**src/shared/dmem_decode_pkg.sv**
```systemverilog
// constants, types and layouts for the data memory bank decoder
package dmem_decode_pkg;

    // widths of the data memory path
    localparam int ADDR_W = 12;
    localparam int OPND_W = 8;
    localparam int BANK_W = 4;
    localparam int DATA_W = 8;

    // fast-access window split and the banks its halves land in
    localparam logic [OPND_W-1:0] ACCESS_SPLIT = 8'h60;
    localparam logic [BANK_W-1:0] ACCESS_LOW_BANK = 4'h0;
    localparam logic [BANK_W-1:0] ACCESS_HIGH_BANK = 4'hf;

    // general purpose ram, bottom of bank 0 upward
    localparam logic [ADDR_W-1:0] RAM_BASE = 12'h000;
    localparam logic [ADDR_W-1:0] RAM_TOP = 12'h0ff;
    localparam int RAM_DEPTH = 256;
    localparam int RAM_IDX_W = 8;

    // special function region, top of bank 15 downward
    localparam logic [ADDR_W-1:0] SPECIAL_BASE = 12'hf60;
    localparam logic [ADDR_W-1:0] SPECIAL_TOP = 12'hfff;

    // the one register held in this block
    localparam logic [ADDR_W-1:0] BANK_SELECT_ADDR = 12'hfe0;
    localparam logic [DATA_W-1:0] BANK_SELECT_RESET = 8'h00;

    // indirect operand aliases, no storage behind them
    localparam logic [ADDR_W-1:0] ALIAS0_LO = 12'hfeb;
    localparam logic [ADDR_W-1:0] ALIAS0_HI = 12'hfef;
    localparam logic [ADDR_W-1:0] ALIAS1_LO = 12'hfe3;
    localparam logic [ADDR_W-1:0] ALIAS1_HI = 12'hfe7;
    localparam logic [ADDR_W-1:0] ALIAS2_LO = 12'hfdb;
    localparam logic [ADDR_W-1:0] ALIAS2_HI = 12'hfdf;

    // value seen at every location without storage
    localparam logic [DATA_W-1:0] READ_ZERO = 8'h00;
    localparam logic [ADDR_W-1:0] ADDR_ZERO = 12'h000;

    // where a full address lands
    typedef enum logic [1:0] {
        REGION_RAM = 2'b00,
        REGION_SPECIAL = 2'b01,
        REGION_ALIAS = 2'b10,
        REGION_NONE = 2'b11
    } region_type;

    // one data memory access from the execution logic
    typedef struct packed {
        logic [OPND_W-1:0] operand;
        logic access_sel;
        logic rd_en;
        logic wr_en;
        logic [DATA_W-1:0] wr_data;
    } mem_req_type;

    // result of the access, one cycle later
    typedef struct packed {
        logic [ADDR_W-1:0] addr;
        logic [DATA_W-1:0] rd_data;
        logic done;
        region_type region;
    } mem_rsp_type;

    // whole register state of the decoder
    typedef struct packed {
        logic [DATA_W-1:0] bank_select_q;
        mem_rsp_type rsp;
    } dec_state_type;

endpackage : dmem_decode_pkg

```
**src/hw/data_memory_bank_decoder.sv**
```systemverilog
// data memory address decoder with access window, ram and bank register
//
// How it works
// access_sel one: bank register plus operand
// access_sel zero: window map, bank ignored
// window 00h-5Fh hits bank 0 ram
// window 60h-FFh hits bank 15 top
// window access done in one cycle
// extended mode remaps lower window half
// ram never cleared or set by reset
// ram starts at 000h, grows upward
// special registers decoded F60h to FFFh
// unimplemented special registers read zero, ignore writes
// indirect alias addresses have no storage
// bank is low four bits of register
// window forces upper bits 0000 or 1111
`timescale 1ns/1ps

module data_memory_bank_decoder
    import dmem_decode_pkg::*;
(
    input wire logic sys_clk,
    input wire logic rstn,
    input wire logic ce,
    input wire mem_req_type req,
    input wire logic extended_instr_enable,
    input wire logic [ADDR_W-1:0] indexed_base,
    output mem_rsp_type rsp,
    output logic [DATA_W-1:0] bank_select_reg
);

    // inclusive range test on a full address
    function automatic logic in_range(
        input logic [ADDR_W-1:0] a,
        input logic [ADDR_W-1:0] lo,
        input logic [ADDR_W-1:0] hi
    );
        in_range = (a >= lo) && (a <= hi);
    endfunction : in_range

    // classify a full address into its region
    function automatic region_type region_of(
        input logic [ADDR_W-1:0] a
    );
        region_type r;
        r = REGION_NONE;
        if (in_range(a, RAM_BASE, RAM_TOP)) begin
            r = REGION_RAM;
        end else if (in_range(a, ALIAS0_LO, ALIAS0_HI)
                     || in_range(a, ALIAS1_LO, ALIAS1_HI)
                     || in_range(a, ALIAS2_LO, ALIAS2_HI)) begin
            r = REGION_ALIAS;
        end else if (in_range(a, SPECIAL_BASE, SPECIAL_TOP)) begin
            r = REGION_SPECIAL;
        end
        region_of = r;
    endfunction : region_of

    // turn operand, access bit and bank into a full address
    function automatic logic [ADDR_W-1:0] map_addr(
        input logic [OPND_W-1:0] opnd,
        input logic a_sel,
        input logic [DATA_W-1:0] bank,
        input logic ext_mode,
        input logic [ADDR_W-1:0] base
    );
        logic [ADDR_W-1:0] m;
        m = ADDR_ZERO;
        if (a_sel) begin
            // banked form, upper register bits play no part
            m = {bank[BANK_W-1:0], opnd};
        end else if (opnd < ACCESS_SPLIT) begin
            if (ext_mode) begin
                // lower half becomes an offset from the core's index base
                m = ADDR_W'(base + {{(ADDR_W-OPND_W){1'b0}}, opnd});
            end else begin
                m = {ACCESS_LOW_BANK, opnd};
            end
        end else begin
            m = {ACCESS_HIGH_BANK, opnd};
        end
        map_addr = m;
    endfunction : map_addr

    // ram storage, deliberately outside the reset state
    logic [DATA_W-1:0] general_purpose_ram [RAM_DEPTH];

    dec_state_type state_q;
    dec_state_type state_d;

    logic [ADDR_W-1:0] cur_addr;
    region_type cur_region;
    logic [RAM_IDX_W-1:0] ram_idx;
    logic ram_wr;
    logic bank_hit;

    // address decode for the access offered this cycle
    always_comb begin
        cur_addr = map_addr(req.operand, req.access_sel,
                            state_q.bank_select_q,
                            extended_instr_enable, indexed_base);
        cur_region = region_of(cur_addr);
        ram_idx = cur_addr[RAM_IDX_W-1:0];
        bank_hit = (cur_addr == BANK_SELECT_ADDR);
        ram_wr = req.wr_en && (cur_region == REGION_RAM);
    end

    // next state: bank register writes and the registered answer
    always_comb begin
        state_d = state_q;
        state_d.rsp.done = 1'b0;
        if (req.wr_en && bank_hit) begin
            state_d.bank_select_q = req.wr_data;
        end
        if (req.rd_en || req.wr_en) begin
            // every access finishes in the cycle it is offered
            state_d.rsp.done = 1'b1;
            state_d.rsp.addr = cur_addr;
            state_d.rsp.region = cur_region;
            state_d.rsp.rd_data = READ_ZERO;
            if (req.rd_en) begin
                unique case (cur_region)
                    REGION_RAM: begin
                        // old contents even if written this same cycle
                        state_d.rsp.rd_data = general_purpose_ram[ram_idx];
                    end
                    REGION_SPECIAL: begin
                        if (bank_hit) begin
                            state_d.rsp.rd_data = state_q.bank_select_q;
                        end else begin
                            state_d.rsp.rd_data = READ_ZERO;
                        end
                    end
                    REGION_ALIAS: begin
                        // core resolves the pointer; nothing stored here
                        state_d.rsp.rd_data = READ_ZERO;
                    end
                    REGION_NONE: begin
                        state_d.rsp.rd_data = READ_ZERO;
                    end
                endcase
            end
        end
    end

    // ram write port, frozen by the clock enable, no reset term
    always_ff @(posedge sys_clk) begin
        if (ce && ram_wr) begin
            general_purpose_ram[ram_idx] <= req.wr_data;
        end
    end

    // the whole decoder state in one register
    always_ff @(posedge sys_clk or negedge rstn) begin
        if (!rstn) begin
            state_q.bank_select_q <= BANK_SELECT_RESET;
            state_q.rsp.addr <= ADDR_ZERO;
            state_q.rsp.rd_data <= READ_ZERO;
            state_q.rsp.done <= 1'b0;
            state_q.rsp.region <= REGION_NONE;
        end else if (ce) begin
            state_q <= state_d;
        end
    end

    // outputs straight from the flops
    assign rsp = state_q.rsp;
    assign bank_select_reg = state_q.bank_select_q;

endmodule : data_memory_bank_decoder

```
**config.mk**
```make
export PLATFORM = sky130hd
export DESIGN_NAME = data_memory_bank_decoder
export DESIGN_NICKNAME = d
export VERILOG_FILES = /design/src/shared/dmem_decode_pkg.sv /design/src/hw/data_memory_bank_decoder.sv
export SDC_FILE = /design/constraint.sdc
export NUM_CORES = 2
export LEC_CHECK = 0
export BUFFER_PORTS_ARGS = -buffer_cell sky130_fd_sc_hd__buf_2
export CAP_MARGIN = 20
export CORE_MARGIN = 2
export CORE_UTILIZATION = 30
export CTS_CLUSTER_DIAMETER = 200
export CTS_CLUSTER_SIZE = 25
export DETAILED_ROUTE_END_ITERATION = 7
export PLACE_DENSITY_LB_ADDON = 0.12
export SYNTH_ARGS = -nofsm -noshare
export SYNTH_HDL_FRONTEND = slang
export SYNTH_SLANG_ARGS = --single-unit
```
**constraint.sdc**
```tcl
create_clock -name sys_clk -period 3.5 [get_ports sys_clk]
set_clock_uncertainty 0.05 [all_clocks]
set_input_delay 0.175 -clock sys_clk [delete_from_list [all_inputs] [get_ports sys_clk]]
set_output_delay 0.175 -clock sys_clk [all_outputs]
set_load 0.05 [all_outputs]
```
Word-level counts from Yosys, hierarchy flattened
Memories as Yosys holds them, arrays and structs flattened.
Cells that the tools add are included.
- memories: 1
- input bits: 35
- output and inout port bits: 31
- register bits: 31
- logic and storage cells: 49
- RAM bits: 2048
- memories (memory ; words ; bits a word ; read ports ; clocked after Yosys merged registers in ; wr ports ; line ; source):
    general_purpose_ram ; 256 ; 8 ; 1 ; 0 ; 1 ; data_memory_bank_decoder.sv:86 ; logic [DATA_W-1:0] general_purpose_ram [RAM_DEPTH];
- equal/unequal tests: 4
- reduce and logical (&&, ||, !) cells: 15
- multiplexer cells: 12
- $lt $le $gt $ge: 11
- add/subtract/negate cells: 1
- operators by type and width (kind ; number):
    $ge A12 B12 Y1 const B ; 4
    $le A12 B12 Y1 const B ; 4
    $mux W12 ; 3
    $pmux W8 S3 ; 1
    $mux W8 ; 2
    $add A12 B8 Y12 ; 1
    $eq A12 B12 Y1 const B ; 1
    $ge A12 B1 Y1 const B ; 1
    $le A12 B8 Y1 const B ; 1
    $logic_and A1 B1 Y1 ; 8
    $lt A8 B7 Y1 const B ; 1
    $mux W2 ; 3
    $eq A2 B2 Y1 const B ; 2
    $reduce_and A2 Y1 ; 2
    $logic_or A1 B1 Y1 ; 3
    $mux W3 ; 1
    $eq A2 B1 Y1 const B ; 1
    $logic_not A2 Y1 ; 1
    $mux W1 ; 2
    $reduce_or A2 Y1 ; 1

Logic depth before layout (Yosys ltp)
- depth after elaboration: 15
- gate-level depth with buffers: 16
- gate-level depth less buffers: 13

Least setup slack after synthesis
Ideal clock, no wire load.
- path kind: input to register
- start point: input port req[11] in the netlist's numbering
- end point: memory general_purpose_ram[25][0] (enable)
- data required time: 3080 ps
- buffers on the path: 3
- setup slack: -45 ps
- data arrival time: 3125 ps
- setup time: 370 ps
- stages on the path: 14
- path through: ha_1 -> inv_1 -> fa_1 -> nor2b_1 -> o21ai_0 -> a32oi_1 -> xor2_1 -> o21ai_1 -> and2_1 -> buf_2 -> buf_2 -> nand3_1 -> clkbuf_1 -> nor2_1
- cells in the longest elaborated chain, start to end: 15
- elaborated cells on any way between the ends: 30
- classes of those cells: add/sub: 1; order compare: 11; mux: 8; reduce/logical: 10
- RTL lines (item ; line ; source):
    start, declared ; data_memory_bank_decoder.sv:25 ; input wire mem_req_type req,
    $add A12 B8 Y12 ; data_memory_bank_decoder.sv:75 ; m = ADDR_W'(base + {{(ADDR_W-OPND_W){1'b0}}, opnd});
    $mux W12 ; data_memory_bank_decoder.sv:73 ; if (ext_mode) begin
    $mux W12 ; data_memory_bank_decoder.sv:72 ; end else if (opnd < ACCESS_SPLIT) begin
    $mux W12 * ; data_memory_bank_decoder.sv:69 ; if (a_sel) begin
    $ge A12 B12 Y1 or $le A12 B12 Y1 (tied branches) ; data_memory_bank_decoder.sv:38 ; in_range = (a >= lo) && (a <= hi);
    $logic_and A1 B1 Y1 ; data_memory_bank_decoder.sv:38 ;
    $logic_or A1 B1 Y1 ; data_memory_bank_decoder.sv:50 ; || in_range(a, ALIAS1_LO, ALIAS1_HI)
    $logic_or A1 B1 Y1 ; data_memory_bank_decoder.sv:51 ; || in_range(a, ALIAS2_LO, ALIAS2_HI)) begin
    $mux W2 ; data_memory_bank_decoder.sv:49 ; end else if (in_range(a, ALIAS0_LO, ALIAS0_HI)
    $mux W2 ; data_memory_bank_decoder.sv:47 ; if (in_range(a, RAM_BASE, RAM_TOP)) begin
    $logic_not A2 Y1 ; data_memory_bank_decoder.sv:105 ; ram_wr = req.wr_en && (cur_region == REGION_RAM);
    $logic_and A1 B1 Y1 ; data_memory_bank_decoder.sv:105 ;
    $logic_and A1 B1 Y1 ; data_memory_bank_decoder.sv:148 ; if (ce && ram_wr) begin
    $mux W1 ; data_memory_bank_decoder.sv:148 ;
    $mux W1 (not written as such) ; data_memory_bank_decoder.sv:149 ; general_purpose_ram[ram_idx] <= req.wr_data;
    end, declared ; data_memory_bank_decoder.sv:86 ;
Every way passes the cells marked *; elsewhere a longest branch is shown, timed or not.

Worst setup path in the final report
- start point: input port req[15] in the netlist's numbering
- end point: register, netlist name rsp[4]
- cells in the longest elaborated chain, start to end: 14
- elaborated cells on any way between the ends: 35
- classes of those cells: add/sub: 1; order compare: 11; eq/ne: 4; mux: 9; reduce/logical: 9; memory: 1
- RTL lines (item ; line ; source):
    $add A12 B8 Y12 ; data_memory_bank_decoder.sv:75 ;
    $mux W12 ; data_memory_bank_decoder.sv:73 ;
    $mux W12 ; data_memory_bank_decoder.sv:72 ;
    $mux W12 * ; data_memory_bank_decoder.sv:69 ;
    $ge A12 B12 Y1 or $le A12 B12 Y1 (tied branches) ; data_memory_bank_decoder.sv:38 ;
    $logic_and A1 B1 Y1 ; data_memory_bank_decoder.sv:38 ;
    $logic_or A1 B1 Y1 ; data_memory_bank_decoder.sv:50 ;
    $logic_or A1 B1 Y1 ; data_memory_bank_decoder.sv:51 ;
    $mux W2 ; data_memory_bank_decoder.sv:49 ;
    $mux W2 ; data_memory_bank_decoder.sv:47 ;
    $eq A2 B2 Y1 ; data_memory_bank_decoder.sv:122 ; unique case (cur_region)
    $reduce_or A2 Y1 (no line) ; n/a ;
    $pmux W8 S3 * ; data_memory_bank_decoder.sv:122 ;
    $mux W8 * ; data_memory_bank_decoder.sv:121 ; if (req.rd_en) begin
Marks and branches as above.
A chain may end at the register's enable or synchronous reset.

==> flow_summary.json <==
{
  "max_freq_mhz": 296,
  "grt_pass1_vias": 52100,
  "grt_pass1_wl_um": 418000,
  "hold_depth": 6,
  "drt_wl_total_um": 300000,
  "finalCriticalPeriod_ns": 3.38,
  "hp-class": "in -> reg",
  "largest_register_ffs": 2048,
  "grt-ovfl-total": 0,
  "min_from": "extended_instr_enable",
  "die_y_um": 523,
  "rows": 190,
  "wl_per_cell_um": 29.8,
  "cts.clk_slew.worst_paths_ns": 0.11,
  "hold_end": "rsp[13]",
  "power.density_nw_per_um2": 467,
  "maxCapViolCount": 0,
  "insertion_delay_ns": 0.80,
  "relSlewSlack": 0.398,
  "syn_area_um2": 80900,
  "antenna_found_initial": 20,
  "synthMuxAreaShare": 0.00311,
  "fin_nets": 6505,
  "grt_max_degree": 111,
  "portBuffers": 65,
  "min_period_over_period": 0.966,
  "r2r_slack_ns": 0.72,
  "synth.distinct_cells": 78,
  "hold_violations": 0,
  "root_buffer": "clkbuf_16",
  "arrival_ns": 4.08,
  "cts_buffers": 93,
  "ioPinCount": 66,
  "first_iter_violations": 5477,
  "drive_gt1_frac": 0.221,
  "syn_nets": 5566,
  "synth_compound_area_frac": 0.124,
  "cp_common_cell": "buf_4",
  "layout_commonest_cell": "edfxtp_1",
  "start_util": 0.302,
  "fin_setup_tns_ns": 0,
  "ys_warn_count": 0,
  "endpoint_kind": "register",
  "final_cell_mix": "edfxtp_1 (2048), buf_4 (1001), nand2_1 (707), o22ai_1 (581), a31oi_1 (302)",
  "vdd_ir_drop_max_v": 0.000360,
  "clock_sinks": 2079,
  "cp_max_fo": 6,
  "fin_util": 0.365,
  "required_ns": 4.19,
  "grtUsageTotal": 0.215,
  "synth_top_family_by_area": "compound AO/OA/AOI/OAI gates",
  "hpwl_um": 202000,
  "drt-pass1-iter-count": 5,
  "die_x_um": 523,
  "synth_xor_area_frac": 0.000975,
  "rsz0062_at_grt": "no",
  "cpMaxStageDelayCell": "dlygate4sd3_1",
  "synthAdderAreaFrac": 0.00149,
  "nFillCells": 25700,
  "synth.yosys.seq_area_share": 0.770,
  "syn_to_final_growth_pct": 21.1,
  "r2r_end": "rsp[6]",
  "cts_tree": "yes",
  "die-area_um2": 274000,
  "synth-simple-area-share": 0.0767,
  "start_kind": "input port",
  "syn_area_per_cell_um2": 14.6,
  "drc_errors": 0,
  "r2r-start": "general_purpose_ram[26][3]",
  "ant_nets": 0,
  "synth_edf_count": 2048,
  "clockBufferDepth": 3,
  "path_cells": "dlygate4sd3_1 > buf_2 > ha_1 > buf_4 > o21a_1 > o31a_1 > buf_4 > nor2_1 > o22a_1 > buf_12 > buf_12 > a41oi_1 > buf_4 > a2111oi_2 > buf_4 > o211ai_1 > nor4_1 > a221o_1",
  "path_class": "in -> reg",
  "ys_ff_latch": 2079,
  "slowest_delay_ns": 0.53,
  "tightest_slew_ns": 0.903,
  "status": "finished clean",
  "async_flop_share": 0.0149,
  "dr_total_vias": 53300,
  "r2r_cells": 10,
  "core_um2": 268000,
  "place_congestion": 0.855,
  "synthFlopType": "edfxtp_1",
  "syn_inst": 5522,
  "htreeDepth": 3,
  "setup_viol": 0,
  "drv_slew": 0,
  "via_per_inst": 5.31,
  "hold-worst-slack_ns": 0.121,
  "power.leakage_nw": 32.7
}
[logic make-up after synthesis]
logic type	count (synthesis)
XOR/XNOR	9
AND/OR/NAND/NOR	1403
flip-flops	2079
AO/OA/AOI/OAI	1565
buffers and inverters	433
adder cells (fa/ha/maj)	9
multiplexers	24
[worst max-delay path by stage]
| stage | startpoint | endpoint | cells past startpoint | slack, ns |
|---|---|---|---|---|
| 2_1_floorplan | req[11] | general_purpose_ram[25][0] | 14 | -0.04 |
| 3_3_place_gp | req[11] | rsp[4] | 17 | -1.02 |
| 3_5_place_dp | req[11] | rsp[4] | 17 | -1.16 |
| 4_1_cts | req[15] | rsp[8] | 16 | 0.03 |
| 5_1_grt | req[12] | rsp[6] | 17 | 0.003 |
| 6_report | req[15] | rsp[4] | 18 | 0.12 |
[synth_stat cells (50+ instances only)]
cell,n,area (um^2)
a211oi_1,254,1910
and3_1,253,1580
o22ai_1,582,3640
nor2_1,283,1060
buf_2,161,806
o21ai_0,238,1190
nand3_1,54,270
clkbuf_1,186,698
a31oi_1,302,1890
nand2_1,723,2710
buf_1,50,188
edfxtp_1,2048,61500
a21oi_1,51,255
[worst max-delay path, delay by kind of cell]
kind,cells,cell delay [ns]
buf+inv,8,1.68
fa+ha+maj,1,0.32
compound gates,7,1.30
simple gates,2,0.57
[stage by stage]
stage / worst slack, ns / instance area (um^2) / cells / total power, mW
2_1_floorplan: -0.0449 / 80900 / 5522 / 30.0
3_3_place_gp: -1.02 / 95000 / 9888 / 33.4
3_5_place_dp: -1.16 / 95000 / 9888 / 33.4
4_1_cts: 0.0271 / 97800 / 10000 / 46.1
5_1_grt: 0.00331 / 97900 / 10000 / 47.1
6_report: 0.120 / 97900 / 10000 / 45.7
[layer usage]
| metal | share of wire | global-route usage |
|---|---|---|
| met1 | 0.46 | 0.314 |
| met2 | 0.46 | 0.338 |
| met3 | 0.061 | 0.0287 |
| met4 | 0.020 | 0.0482 |
| met5 | 0.000063 | 0 |
[area by class of cell]
cell class	count	area, um^2	area share
diodes	2	5.00	0.0000511
clock buffers	111	2420	0.0247
flip-flops and latches	2079	62300	0.636
well taps	3552	4440	0.0454
inverters	11	41.3	0.000422
multi-input cells	3010	17000	0.173
clock inverters	7	128	0.00130
repair buffers	1266	11600	0.119
[where the power goes]
part           switching [mW]  internal (mW)  leakage [nW]
Combinational            3.54           1.96          12.6
Sequential             0.0513           27.3          18.8
Clock                    7.90           4.97          1.23
[repair_timing]
action / in CTS / in global routing
endpoints found under the setup margin: 2 / 612
setup buffers: 0 / 4
hold buffers: 26 / 0
resized for setup: 3 / 40
endpoints found under the hold margin: 657 / 0
pin swaps: 0 / 3
(Power assumes the default switching activity.)
